[src/hpf_pkg.sv]
// Constants and carrier types for the host pin function block
package hpf_pkg;
	// ***************************************
	// Register offsets
	// ***************************************
	localparam logic [7:0] CTRL_OFS = 8'h00;
	localparam logic [7:0] AWAKE_OFS = 8'h04;
	localparam logic [7:0] SLEEP_OFS = 8'h08;
	localparam logic [7:0] TMO_OFS = 8'h0C;
	localparam logic [7:0] STATUS_OFS = 8'h10;
	localparam logic [7:0] TXDATA_OFS = 8'h14;
	localparam logic [7:0] RXDATA_OFS = 8'h18;
	// ***************************************
	// Field positions
	// ***************************************
	localparam int CTRL_ROLE_LSB = 0;
	localparam int CTRL_ALT_ACT = 2;
	localparam int CTRL_ALT_DCD = 3;
	localparam int CTRL_FLOW = 4;
	localparam int CTRL_SLEEP = 5;
	localparam int CFG_DIR_LSB = 0;
	localparam int CFG_PU_LSB = 8;
	localparam int CFG_OUT_LSB = 16;
	localparam int CFG_WAKE_LSB = 24;
	localparam int ST_LINK = 0;
	localparam int ST_RX_FULL = 1;
	localparam int ST_OVERRUN = 2;
	localparam int ST_TX_EMPTY = 3;
	localparam int ST_PIN_LSB = 8;
	localparam int CTS_PIN = 3;
	localparam int RTS_PIN = 4;
	// ***************************************
	// Masks and reset values
	// ***************************************
	localparam logic [31:0] CTRL_MASK = 32'h0000_003F;
	localparam logic [31:0] AWAKE_MASK = 32'h1F1F_1F1F;
	localparam logic [31:0] SLEEP_MASK = 32'h001F_1F1F;
	localparam logic [31:0] TMO_MASK = 32'h0000_FFFF;
	localparam logic [31:0] CTRL_RST = 32'h0000_0000;
	localparam logic [31:0] AWAKE_RST = 32'h0000_0000;
	localparam logic [31:0] SLEEP_RST = 32'h0000_0000;
	localparam logic [31:0] TMO_RST = 32'h0000_03E8;
	localparam logic [1:0] RESP_OKAY = 2'h0;
	localparam logic [1:0] RESP_SLVERR = 2'h2;
	// ***************************************
	// Timing
	// ***************************************
	localparam int CLK_NS = 10;
	localparam int MS_NS = 1000000;
	localparam int BLINK_NS = 20000000;
	localparam int BIT_NS = 8680;
	localparam int MS_CYCLES = MS_NS / CLK_NS;
	localparam int BLINK_CYCLES = BLINK_NS / CLK_NS;
	localparam int BIT_CYCLES = BIT_NS / CLK_NS;
	localparam logic [5:0] HOP_LOSS = 6'h32;
	// ***************************************
	// Types
	// ***************************************
	typedef enum logic [1:0] {
		ROLE_BASE = 2'h0,
		ROLE_REMOTE = 2'h1,
		ROLE_ROUTER = 2'h2
	} hpf_role_type;
	typedef struct packed {
		logic rx_valid;
		logic rx_upstream;
		logic tx_pkt;
		logic tx_downstream;
		logic sync_acq;
		logic hop;
		logic beacon;
	} hpf_evt_type;
	typedef struct packed {
		logic [4:0] wake;
		logic [4:0] out;
		logic [4:0] pu;
		logic [4:0] dir;
	} hpf_pin_cfg_type;
endpackage

[src/hpf_top.sv]
// Host pin functions: activity, carrier detect, general pins, host serial
//Contract
//- Base: blink on each valid received packet
//- Remote: blink on each transmitted packet
//- Router: blink on upstream rx, downstream tx
//- Alternate: activity pin carries debug serial out
//- Base: carrier on rx, off after timeout
//- Others: carrier on sync, off 50 hops
//- Alternate: carrier pin is debug serial input
//- Input pins: pull-up and wake from sleep
//- Output pins drive configured level from power-on
//- Sleep uses separate direction, pull-up, level
//- Pins 1, 2 match pin 0; pins 3, 4 too when flow control off
//- Clear-to-send low only when input accepted
//- No new output byte while request high
//- Serial out to host, serial in from host
//- Low reset input resets whole block
`timescale 1ns/1ns
`default_nettype none

// ***************************************
// Data FIFO
// ***************************************
module hpf_fifo #(
	parameter int WIDTH = 8,
	parameter int DEPTH = 32
)(
	input wire logic clk,
	input wire logic rst_n,
	input wire logic [WIDTH-1:0] in_data,
	input wire logic in_valid,
	output logic in_ready,
	output logic [WIDTH-1:0] out_data,
	output logic out_valid,
	input wire logic out_ready
);
	localparam int AW = $clog2(DEPTH);
	logic [WIDTH-1:0] mem_q [DEPTH];
	logic [AW-1:0] wr_q;
	logic [AW-1:0] rd_q;
	logic [AW:0] cnt_q;
	wire push = in_valid & in_ready;
	wire pop = out_valid & out_ready;
	if (DEPTH < 2 || (1 << AW) != DEPTH)
	begin : g_chk
		$error("fifo depth must be a power of two");
	end
	assign in_ready = cnt_q != DEPTH[AW:0];
	assign out_valid = cnt_q != '0;
	assign out_data = mem_q[rd_q];
	always_ff @(posedge clk)
	begin
		if (push)
			mem_q[wr_q] <= in_data;
	end
	always_ff @(posedge clk)
	begin
		if (!rst_n)
		begin
			wr_q <= '0;
			rd_q <= '0;
			cnt_q <= '0;
		end
		else
		begin
			wr_q <= wr_q + AW'(push);
			rd_q <= rd_q + AW'(pop);
			cnt_q <= cnt_q + (AW+1)'(push) - (AW+1)'(pop);
		end
	end
endmodule

// ***************************************
// Top
// ***************************************
module hpf_top #(
	parameter int FIFO_DEPTH = 32,
	parameter logic [31:0] PIN_INIT = hpf_pkg::AWAKE_RST,
	parameter int MS_CYCLES = hpf_pkg::MS_CYCLES,
	parameter int BLINK_CYCLES = hpf_pkg::BLINK_CYCLES,
	parameter int BIT_CYCLES = hpf_pkg::BIT_CYCLES
)(
	input wire logic REF_CLK,
	input wire logic RESETN,
	input wire logic [7:0] S_AXI_AWADDR,
	input wire logic S_AXI_AWVALID,
	output logic S_AXI_AWREADY,
	input wire logic [31:0] S_AXI_WDATA,
	input wire logic [3:0] S_AXI_WSTRB,
	input wire logic S_AXI_WVALID,
	output logic S_AXI_WREADY,
	output logic [1:0] S_AXI_BRESP,
	output logic S_AXI_BVALID,
	input wire logic S_AXI_BREADY,
	input wire logic [7:0] S_AXI_ARADDR,
	input wire logic S_AXI_ARVALID,
	output logic S_AXI_ARREADY,
	output logic [31:0] S_AXI_RDATA,
	output logic [1:0] S_AXI_RRESP,
	output logic S_AXI_RVALID,
	input wire logic S_AXI_RREADY,
	input wire hpf_pkg::hpf_evt_type EVENTS,
	input wire logic DEBUG_TX_SRC,
	output logic DEBUG_RX_DATA,
	output logic TRAFFIC_BLINK_OUT,
	output logic LINK_CARRIER_OUT_N,
	output logic LINK_CARRIER_OE_N,
	input wire logic DEBUG_SERIAL_IN,
	input wire logic [4:0] GENERAL_PIN_IN,
	output logic [4:0] GENERAL_PIN_OUT,
	output logic [4:0] GENERAL_PIN_OE_N,
	output logic [4:0] GENERAL_PIN_PULLUP,
	output logic WAKE_REQ,
	output logic SERIAL_TO_HOST,
	input wire logic SERIAL_FROM_HOST
);
	import hpf_pkg::*;
	if (MS_CYCLES < 1 || BLINK_CYCLES < 1 || BIT_CYCLES < 4)
	begin : g_chk
		$error("timing counts out of range");
	end
	localparam hpf_pin_cfg_type INIT_CFG = hpf_pin_cfg_type'({PIN_INIT[28:24],
		PIN_INIT[20:16], PIN_INIT[12:8], PIN_INIT[4:0]});

	function automatic logic [31:0] merge(input logic [31:0] old, input logic [31:0] nw,
		input logic [3:0] be, input logic [31:0] msk);
		logic [31:0] m;
		m = {{8{be[3]}}, {8{be[2]}}, {8{be[1]}}, {8{be[0]}}} & msk;
		merge = (old & ~m) | (nw & m);
	endfunction

	function automatic hpf_pin_cfg_type to_cfg(input logic [31:0] w);
		to_cfg = '{wake: w[CFG_WAKE_LSB +: 5], out: w[CFG_OUT_LSB +: 5],
			pu: w[CFG_PU_LSB +: 5], dir: w[CFG_DIR_LSB +: 5]};
	endfunction

	// ***************************************
	// Register bus
	// ***************************************
	logic awready_q, wready_q, bvalid_q, arready_q, rvalid_q;
	logic aw_full_q, w_full_q;
	logic [7:0] awaddr_q;
	logic [31:0] wdata_q, rdata_q;
	logic [3:0] wstrb_q;
	logic [1:0] bresp_q, rresp_q;
	logic [31:0] ctrl_q, awake_q, sleep_q, tmo_q;
	logic rx_full_q, overrun_q, link_q;
	logic [7:0] rx_data_q;
	logic tx_in_ready, tx_out_valid, tx_out_ready;
	logic [7:0] tx_out_data;

	wire aw_hs = S_AXI_AWVALID & awready_q;
	wire w_hs = S_AXI_WVALID & wready_q;
	wire ar_hs = S_AXI_ARVALID & arready_q;
	wire b_hs = bvalid_q & S_AXI_BREADY;
	wire r_hs = rvalid_q & S_AXI_RREADY;
	wire wr_tx = awaddr_q == TXDATA_OFS;
	wire wr_do = aw_full_q & w_full_q & ~bvalid_q & (~wr_tx | tx_in_ready);
	wire wr_map = awaddr_q == CTRL_OFS || awaddr_q == AWAKE_OFS || awaddr_q == SLEEP_OFS
		|| awaddr_q == TMO_OFS || awaddr_q == STATUS_OFS || wr_tx;
	wire aw_full_d = aw_hs | (aw_full_q & ~wr_do);
	wire w_full_d = w_hs | (w_full_q & ~wr_do);
	wire rvalid_d = ar_hs | (rvalid_q & ~r_hs);
	wire wr_ctrl = wr_do & awaddr_q == CTRL_OFS;
	wire wr_awake = wr_do & awaddr_q == AWAKE_OFS;
	wire wr_sleep = wr_do & awaddr_q == SLEEP_OFS;
	wire wr_tmo = wr_do & awaddr_q == TMO_OFS;
	wire ovr_clr = wr_do & awaddr_q == STATUS_OFS & wstrb_q[0] & wdata_q[ST_OVERRUN];
	wire rd_pop = ar_hs & S_AXI_ARADDR == RXDATA_OFS;
	wire [31:0] status_w = {19'h0, GENERAL_PIN_IN, 4'h0, ~tx_out_valid, overrun_q,
		rx_full_q, link_q};
	wire [31:0] rd_word = S_AXI_ARADDR == CTRL_OFS ? ctrl_q :
		S_AXI_ARADDR == AWAKE_OFS ? awake_q :
		S_AXI_ARADDR == SLEEP_OFS ? sleep_q :
		S_AXI_ARADDR == TMO_OFS ? tmo_q :
		S_AXI_ARADDR == STATUS_OFS ? status_w :
		S_AXI_ARADDR == RXDATA_OFS ? {24'h0, rx_data_q} : 32'h0000_0000;
	wire rd_map = S_AXI_ARADDR <= RXDATA_OFS && S_AXI_ARADDR[1:0] == 2'h0;

	always_ff @(posedge REF_CLK)
	begin
		if (!RESETN)
		begin
			aw_full_q <= 1'b0;
			w_full_q <= 1'b0;
			awready_q <= 1'b0;
			wready_q <= 1'b0;
			bvalid_q <= 1'b0;
			arready_q <= 1'b0;
			rvalid_q <= 1'b0;
			bresp_q <= RESP_OKAY;
			rresp_q <= RESP_OKAY;
			rdata_q <= 32'h0000_0000;
			awaddr_q <= 8'h00;
			wdata_q <= 32'h0000_0000;
			wstrb_q <= 4'h0;
		end
		else
		begin
			aw_full_q <= aw_full_d;
			w_full_q <= w_full_d;
			awready_q <= ~aw_full_d;
			wready_q <= ~w_full_d;
			arready_q <= ~rvalid_d;
			rvalid_q <= rvalid_d;
			if (aw_hs)
				awaddr_q <= S_AXI_AWADDR;
			if (w_hs)
			begin
				wdata_q <= S_AXI_WDATA;
				wstrb_q <= S_AXI_WSTRB;
			end
			if (wr_do)
			begin
				bvalid_q <= 1'b1;
				bresp_q <= wr_map ? RESP_OKAY : RESP_SLVERR;
			end
			else if (b_hs)
				bvalid_q <= 1'b0;
			if (ar_hs)
			begin
				rdata_q <= rd_word;
				rresp_q <= rd_map ? RESP_OKAY : RESP_SLVERR;
			end
		end
	end

	always_ff @(posedge REF_CLK)
	begin
		if (!RESETN)
		begin
			ctrl_q <= CTRL_RST;
			awake_q <= PIN_INIT & AWAKE_MASK;
			sleep_q <= SLEEP_RST;
			tmo_q <= TMO_RST;
		end
		else
		begin
			if (wr_ctrl)
				ctrl_q <= merge(ctrl_q, wdata_q, wstrb_q, CTRL_MASK);
			if (wr_awake)
				awake_q <= merge(awake_q, wdata_q, wstrb_q, AWAKE_MASK);
			if (wr_sleep)
				sleep_q <= merge(sleep_q, wdata_q, wstrb_q, SLEEP_MASK);
			if (wr_tmo)
				tmo_q <= merge(tmo_q, wdata_q, wstrb_q, TMO_MASK);
		end
	end

	assign S_AXI_AWREADY = awready_q;
	assign S_AXI_WREADY = wready_q;
	assign S_AXI_BVALID = bvalid_q;
	assign S_AXI_BRESP = bresp_q;
	assign S_AXI_ARREADY = arready_q;
	assign S_AXI_RVALID = rvalid_q;
	assign S_AXI_RDATA = rdata_q;
	assign S_AXI_RRESP = rresp_q;

	// ***************************************
	// Activity blink and carrier detect
	// ***************************************
	logic [31:0] ms_cnt_q, blink_cnt_q;
	logic [15:0] idle_ms_q;
	logic [5:0] miss_q;
	logic blink_pend_q;
	wire [1:0] role = ctrl_q[CTRL_ROLE_LSB +: 2];
	wire alt_act = ctrl_q[CTRL_ALT_ACT];
	wire alt_dcd = ctrl_q[CTRL_ALT_DCD];
	wire flow_en = ctrl_q[CTRL_FLOW];
	wire sleeping = ctrl_q[CTRL_SLEEP];
	wire ms_tick = ms_cnt_q == 32'(MS_CYCLES - 1);
	wire is_base = role == ROLE_BASE;
	wire blink_evt = is_base ? EVENTS.rx_valid :
		role == ROLE_REMOTE ? EVENTS.tx_pkt :
		role == ROLE_ROUTER ? (EVENTS.rx_valid & EVENTS.rx_upstream)
		| (EVENTS.tx_pkt & EVENTS.tx_downstream) : 1'b0;
	wire blink_idle = blink_cnt_q == 32'h0000_0000;
	wire blink_on = blink_cnt_q > 32'(BLINK_CYCLES);
	wire [5:0] miss_inc = miss_q + 6'h01;
	wire [15:0] idle_inc = idle_ms_q + 16'h0001;
	wire peer_seen = EVENTS.sync_acq | EVENTS.beacon;

	always_ff @(posedge REF_CLK)
	begin
		if (!RESETN)
		begin
			ms_cnt_q <= 32'h0000_0000;
			blink_cnt_q <= 32'h0000_0000;
			blink_pend_q <= 1'b0;
		end
		else
		begin
			ms_cnt_q <= ms_tick ? 32'h0000_0000 : ms_cnt_q + 32'h0000_0001;
			if (blink_idle && (blink_evt || blink_pend_q))
				blink_cnt_q <= 32'(2 * BLINK_CYCLES);
			else if (!blink_idle)
				blink_cnt_q <= blink_cnt_q - 32'h0000_0001;
			if (blink_evt && !blink_idle)
				blink_pend_q <= 1'b1;
			else if (blink_idle)
				blink_pend_q <= 1'b0;
		end
	end

	always_ff @(posedge REF_CLK)
	begin
		if (!RESETN)
		begin
			link_q <= 1'b0;
			idle_ms_q <= 16'h0000;
			miss_q <= 6'h00;
		end
		else if (is_base)
		begin
			miss_q <= 6'h00;
			if (EVENTS.rx_valid)
			begin
				link_q <= 1'b1;
				idle_ms_q <= 16'h0000;
			end
			else if (ms_tick && link_q)
			begin
				idle_ms_q <= idle_inc;
				if (idle_inc >= tmo_q[15:0])
					link_q <= 1'b0;
			end
		end
		else
		begin
			idle_ms_q <= 16'h0000;
			if (EVENTS.sync_acq)
				link_q <= 1'b1;
			if (peer_seen)
				miss_q <= 6'h00;
			else if (EVENTS.hop && link_q)
			begin
				miss_q <= miss_inc;
				if (miss_inc >= HOP_LOSS)
					link_q <= 1'b0;
			end
		end
	end

	// ***************************************
	// Host serial path
	// ***************************************
	logic tx_busy_q, rx_busy_q;
	logic [9:0] tx_shift_q;
	logic [3:0] tx_bit_q, rx_bit_q;
	logic [31:0] tx_baud_q, rx_baud_q;
	logic [7:0] rx_shift_q;
	wire tx_hold = flow_en & GENERAL_PIN_IN[RTS_PIN];
	wire tx_bit_end = tx_baud_q == 32'(BIT_CYCLES - 1);
	wire rx_bit_end = rx_baud_q == 32'(BIT_CYCLES - 1);
	wire rx_done = rx_busy_q & rx_bit_end & rx_bit_q == 4'h9;
	assign tx_out_ready = ~tx_busy_q & ~tx_hold;

	hpf_fifo #(
		.WIDTH(8),
		.DEPTH(FIFO_DEPTH)
	) u_tx_fifo (
		.clk(REF_CLK),
		.rst_n(RESETN),
		.in_data(wdata_q[7:0]),
		.in_valid(wr_do & wr_tx),
		.in_ready(tx_in_ready),
		.out_data(tx_out_data),
		.out_valid(tx_out_valid),
		.out_ready(tx_out_ready)
	);

	always_ff @(posedge REF_CLK)
	begin
		if (!RESETN)
		begin
			tx_busy_q <= 1'b0;
			tx_shift_q <= 10'h3FF;
			tx_bit_q <= 4'h0;
			tx_baud_q <= 32'h0000_0000;
		end
		else if (tx_out_valid && tx_out_ready)
		begin
			tx_busy_q <= 1'b1;
			tx_shift_q <= {1'b1, tx_out_data, 1'b0};
			tx_bit_q <= 4'h0;
			tx_baud_q <= 32'h0000_0000;
		end
		else if (tx_busy_q)
		begin
			tx_baud_q <= tx_bit_end ? 32'h0000_0000 : tx_baud_q + 32'h0000_0001;
			if (tx_bit_end)
			begin
				tx_shift_q <= {1'b1, tx_shift_q[9:1]};
				tx_bit_q <= tx_bit_q + 4'h1;
				tx_busy_q <= tx_bit_q != 4'h9;
			end
		end
	end

	always_ff @(posedge REF_CLK)
	begin
		if (!RESETN)
		begin
			rx_busy_q <= 1'b0;
			rx_bit_q <= 4'h0;
			rx_baud_q <= 32'h0000_0000;
			rx_shift_q <= 8'h00;
			rx_data_q <= 8'h00;
			rx_full_q <= 1'b0;
			overrun_q <= 1'b0;
		end
		else
		begin
			if (!rx_busy_q && !SERIAL_FROM_HOST)
			begin
				rx_busy_q <= 1'b1;
				rx_bit_q <= 4'h0;
				rx_baud_q <= 32'(BIT_CYCLES / 2);
			end
			else if (rx_busy_q)
			begin
				rx_baud_q <= rx_bit_end ? 32'h0000_0000 : rx_baud_q + 32'h0000_0001;
				if (rx_bit_end)
				begin
					rx_bit_q <= rx_bit_q + 4'h1;
					if (rx_bit_q == 4'h0 && SERIAL_FROM_HOST)
						rx_busy_q <= 1'b0;
					else if (rx_bit_q != 4'h9)
						rx_shift_q <= {SERIAL_FROM_HOST, rx_shift_q[7:1]};
					else
						rx_busy_q <= 1'b0;
				end
			end
			if (rx_done)
				rx_data_q <= rx_shift_q;
			if (rx_done)
				rx_full_q <= 1'b1;
			else if (rd_pop)
				rx_full_q <= 1'b0;
			if (rx_done && rx_full_q && !rd_pop)
				overrun_q <= 1'b1;
			else if (ovr_clr)
				overrun_q <= 1'b0;
		end
	end

	// ***************************************
	// Pin drive
	// ***************************************
	wire hpf_pin_cfg_type awake_cfg = to_cfg(awake_q);
	wire hpf_pin_cfg_type act_cfg = sleeping ? to_cfg(sleep_q) : awake_cfg;
	wire [4:0] pin_in_mode = ~act_cfg.dir;
	wire [4:0] pin_out_d = flow_en ? {act_cfg.out[4], rx_full_q, act_cfg.out[2:0]}
		: act_cfg.out;
	wire [4:0] pin_oe_n_d = flow_en ? {1'b1, 1'b0, pin_in_mode[2:0]} : pin_in_mode;
	wire [4:0] pin_pu_d = act_cfg.pu & pin_oe_n_d;
	wire wake_d = sleeping & |(awake_cfg.wake & pin_oe_n_d & ~GENERAL_PIN_IN);

	always_ff @(posedge REF_CLK)
	begin
		if (!RESETN)
		begin
			GENERAL_PIN_OUT <= INIT_CFG.out;
			GENERAL_PIN_OE_N <= ~INIT_CFG.dir;
			GENERAL_PIN_PULLUP <= INIT_CFG.pu & ~INIT_CFG.dir;
			WAKE_REQ <= 1'b0;
			TRAFFIC_BLINK_OUT <= 1'b0;
			LINK_CARRIER_OUT_N <= 1'b1;
			LINK_CARRIER_OE_N <= 1'b0;
			DEBUG_RX_DATA <= 1'b1;
			SERIAL_TO_HOST <= 1'b1;
		end
		else
		begin
			GENERAL_PIN_OUT <= pin_out_d;
			GENERAL_PIN_OE_N <= pin_oe_n_d;
			GENERAL_PIN_PULLUP <= pin_pu_d;
			WAKE_REQ <= wake_d;
			TRAFFIC_BLINK_OUT <= alt_act ? DEBUG_TX_SRC : blink_on;
			LINK_CARRIER_OUT_N <= ~link_q;
			LINK_CARRIER_OE_N <= alt_dcd;
			DEBUG_RX_DATA <= alt_dcd ? DEBUG_SERIAL_IN : 1'b1;
			SERIAL_TO_HOST <= tx_busy_q ? tx_shift_q[0] : 1'b1;
		end
	end

	// ***************************************
	// Checks
	// ***************************************
	a_base_blink: assert property (
		@(posedge REF_CLK) disable iff (!RESETN)
		is_base && !alt_act && EVENTS.rx_valid && blink_idle && !wr_ctrl
		|-> ##2 TRAFFIC_BLINK_OUT) else $error("base blink missing");
	a_remote_blink: assert property (
		@(posedge REF_CLK) disable iff (!RESETN)
		role == ROLE_REMOTE && EVENTS.tx_pkt && blink_idle |=> blink_on [*2])
		else $error("remote blink missing");
	a_router_blink: assert property (
		@(posedge REF_CLK) disable iff (!RESETN)
		role == ROLE_ROUTER && EVENTS.rx_valid && !EVENTS.rx_upstream && !EVENTS.tx_pkt
		&& blink_idle && !blink_pend_q |=> blink_idle) else $error("router blink wrong");
	a_act_alt_out: assert property (
		@(posedge REF_CLK) disable iff (!RESETN)
		alt_act |=> TRAFFIC_BLINK_OUT == $past(DEBUG_TX_SRC)) else $error("debug out wrong");
	a_base_carrier: assert property (
		@(posedge REF_CLK) disable iff (!RESETN)
		is_base && EVENTS.rx_valid |=> link_q ##1 !LINK_CARRIER_OUT_N)
		else $error("base carrier missing");
	a_hop_loss: assert property (
		@(posedge REF_CLK) disable iff (!RESETN)
		!is_base && link_q && miss_q == 6'h31 && EVENTS.hop && !peer_seen && !wr_ctrl
		|=> !link_q) else $error("carrier held past hop limit");
	a_dcd_input: assert property (
		@(posedge REF_CLK) disable iff (!RESETN)
		alt_dcd && !wr_ctrl |=> LINK_CARRIER_OE_N && $stable(alt_dcd))
		else $error("carrier pin still driven");
	a_cts_level: assert property (
		@(posedge REF_CLK) disable iff (!RESETN)
		flow_en |=> !GENERAL_PIN_OE_N[CTS_PIN] && GENERAL_PIN_OUT[CTS_PIN] == $past(rx_full_q))
		else $error("clear-to-send wrong");
	a_rts_stall: assert property (
		@(posedge REF_CLK) disable iff (!RESETN)
		tx_hold && !tx_busy_q |=> !tx_busy_q) else $error("sent while request high");
	a_sleep_dir: assert property (
		@(posedge REF_CLK) disable iff (!RESETN)
		sleeping && !flow_en |=> GENERAL_PIN_OE_N == ~$past(sleep_q[4:0]))
		else $error("sleep direction wrong");
endmodule
`default_nettype wire

[config.mk]
export PLATFORM = sky130hd
export DESIGN_NAME = hpf_top
export DESIGN_NICKNAME = d
export VERILOG_FILES = /design/src/hpf_pkg.sv /design/src/hpf_top.sv
export SDC_FILE = /design/constraint.sdc
export NUM_CORES = 1
export LEC_CHECK = 0
export BUFFER_PORTS_ARGS = -buffer_cell sky130_fd_sc_hd__buf_2
export CAP_MARGIN = 30
export CORE_ASPECT_RATIO = 1.5
export CORE_UTILIZATION = 55
export CTS_BUF_LIST = sky130_fd_sc_hd__clkbuf_4 sky130_fd_sc_hd__clkbuf_8
export DETAILED_ROUTE_END_ITERATION = 10
export PLACE_DENSITY = 0.83
export SYNTH_ARGS = -nofsm -noshare
export SYNTH_HDL_FRONTEND = slang
export SYNTH_HIERARCHICAL = 1
export SYNTH_SLANG_ARGS = --single-unit
[constraint.sdc]
create_clock -name REF_CLK -period 3.6 [get_ports REF_CLK]
set_input_delay 0.18 -clock REF_CLK [delete_from_list [all_inputs] [get_ports REF_CLK]]
set_output_delay 0.18 -clock REF_CLK [all_outputs]
set_load 0.02 [all_outputs]
==> results.cfg <==
[timing]
finalHoldViolCount = 0
layout_min_cycle_time_ns = 3.11
post-route-period-util_pct = 86.5
setup_viol = 0
rsz0062_at_grt = no
setup_ws_ns = 0.486
finClkSkew_ns = 0.0482
relSlewSlack_pct = 38.8
max_freq_mhz = 321
worst_pin_slew_ns = 0.916
finalSetupTns_ns = 0
finalMaxSlewViolations = 0

[logic_synthesis]
yosys.area.top_type = edfxtp_1
synth_cell_types = 81
syn_area_um2 = 26100
synth_area_per_cell_um2 = 11.1
ys_warn_count = 6
synth_top_area_share_pct = 29.5
netlist_instances = 2350
synthTopCellsByArea = edfxtp_1 (29%), dfxtp_1 (27%), nor2_1 (4.9%), mux2i_1 (4.1%), nand2_1 (3.2%)
ys_seq_area_share_pct = 56.8
synth-edff-count = 256
synth_async_sr_flop_share_pct = 0
synth-main-ff-cell = dfxtp_1
synth-seq-cells = 612

[placed_design]
io_buffers = 121
dpl_worst_slack_ns = 0.535
gp_congestion = 0.870
dp_hpwl_um = 42200

[clock_tree]
post_cts_buffers = 0
cts_htree_levels = 3
clockBufferDepth = 3
cts_tree = done
path_clk_slew_ns = 0.07
cts_buffers = 88
root_buffer = clkbuf_8
insertion_delay_ns = 0.68
cts_sinks = 612

[power_and_ir_drop]
power_leakage_nw = 11.1
swShare_pct = 27.8
power_frac_seq_pct = 45.5
ir_drop_v = 0.000826
power.share.clock_pct = 36.2
powerDensity_nw_per_um2 = 573
p_switching_mw = 4.75
power.internal_mw = 12.4
p_comb_share_pct = 18.3

[die]
io_pins = 136
start_util_pct = 55.8
die_h_um = 269
fp-row-count = 97
core-area_um2 = 46700
die_x_um = 180
die_area_um2 = 48300

[global_route]
grt_pass1_vias = 19600
grt_max_degree = 96
antenna_found_initial = 2
grt-ovfl-total = 0
grt_pass1_wl_um = 102000
grt_usage_pct = 26.6

[critical_path]
slowest_delay_ns = 0.76
cp-start-kind = register
worstPathRequired_ns = 3.88
crit_chain = nor3_1, nand2_1, or3_1, nor2_1, nand2_1, inv_1, nand3b_1, nor2_1
slowest_stage = nor2_1
crit_path_end_kind = register
critPathArrivalTime_ns = 3.40
critPathKind = reg2reg
cp_max_fo = 8

[drt]
first_iter_violations = 1666
via_per_inst = 5.98
first_pass_iters = 8
wirelength_um = 64000
vias = 19200
wl_per_cell_um = 19.9
ant_nets = 0
drc_errors = 5

[cells_and_area]
final_cell_mix = dfxtp_1 (354), nor2_1 (341), edfxtp_1 (256)
layout-drive-gt1-share_pct = 15.1
syn_to_final_growth_pct = 14.6
fin_util_pct = 63.9
layout_commonest_cell = dfxtp_1
nets = 2665

[worst_hold_path]
min_path_type = in2reg

[outcome]
outcome = complete, but fails checks
violations = DRC

[job]
drv_cap = 0
through the flow:
step / area [um^2] / instances / hold WS, ns / power, mW
6_report: 29900 / 3217 / 0.0765 / 17.1
5_1_grt: 29900 / 3217 / 0.0712 / 17.8
4_1_cts: 29800 / 3214 / 0.0131 / 17.1
3_5_place_dp: 27200 / 2994 / 0.377 / 11.0
3_3_place_gp: 27200 / 2991 / 0.371 / 10.8
2_1_floorplan: 26100 / 2357 / 0.281 / 10.3
power groups by stage:
stage	Sequential, mW	Combinational, mW	Clock [mW]
after floorplan	7.81	2.48	0
after global routing	7.82	3.40	6.56
after detailed placement	7.93	3.02	0
after global placement	7.91	2.86	0
final	7.79	3.14	6.19
after CTS	7.79	3.09	6.25
logic make-up after synthesis:
kind of cell | Yosys count | synth area share [%]
xor gates and xnor gates | 157 | 5.27
AOI/OAI and AO/OA | 289 | 7.07
adders and majority gates | 42 | 2.04
DFF | 612 | 56.8
other | 1 | 0.0144
and+or+nand+nor | 907 | 16.5
buffers and inverters | 174 | 3.07
muxes | 168 | 9.22
worst max-delay path: cells and delay by family (launching register included):
kind                   cells  cell delay (ns)
buffers and inverters      1             0.16
AND/OR/NAND/NOR            7             2.22
flip-flops                 1             0.33
routing by layer:
| layer | share of wire (%) | track usage (%) | wire length (um) | vias to the layer above |
|---|---|---|---|---|
| met3 | 6.3 | 3.93 | 4060 | 209 |
| met5 | 0 | 0 | 0 | - |
| met4 | 5.0 | 14.9 | 3180 | 0 |
| li1 | - | - | - | 8814 |
| met1 | 37 | 29.3 | 23600 | 9356 |
| met2 | 52 | 49.0 | 33200 | 861 |
what timing repair did:
item	in CTS	in global routing
endpoints found under the setup margin	0	1
hold endpoints to repair	63	0
resized for setup	0	1
hold buffers	57	0
cell usage after synthesis, types with 9 or more instances:
master	n
or3_1	19
nand3_1	67
mux2i_1	106
o22ai_1	10
a211oi_1	28
nor4_1	29
xor2_1	94
mux4_2	32
nand4_1	40
a22oi_1	32
a21oi_1	114
mux4_1	19
nand2_1	225
nor3_1	43
clkbuf_1	72
buf_2	20
and3_1	27
nor2_1	341
nand3b_1	11
dfxtp_1	356
nand2b_1	17
o21ai_0	35
o221ai_1	9
edfxtp_1	256
xnor2_1	63
inv_1	51
buf_4	13
and4_1	9
mux2_2	11
ha_1	41
and2_1	34
path summary, 6_finish.rpt:
path | start | to | slack, ns | cells past startpoint
max | awaddr_q[7] | u_tx_fifo/mem_q[6][3] | 0.49 | 8
min | S_AXI_ARADDR[6] | S_AXI_RRESP[1] | 0.08 | 4
max reg2reg | awaddr_q[7] | u_tx_fifo/mem_q[6][3] | 0.49 | 8
min reg2reg | wstrb_q[3] | wstrb_q[3] | 0.45 | 2
state kept, by name, indices dropped and copies added, names as in the netlist, 9 cells and up, named ones only:
register         count
u_tx_fifo/mem_q    256
blink_cnt_q         32
ms_cnt_q            32
rx_baud_q           32
tx_baud_q           32
S_AXI_RDATA         26
wdata_q             26
idle_ms_q           16
tx_shift_q           9
final cells by class:
type / instances / area, um^2
fillers: 3307 / 16800
clock buffers: 130 / 1600
diodes: 1 / 2.50
flip-flops and latches: 612 / 14800
repair buffers: 224 / 1610
well taps: 594 / 743
clock inverters: 33 / 412
multi-input cells: 1571 / 10500
inverters: 52 / 198
No activity file was read; power rests on OpenSTA's default activity.
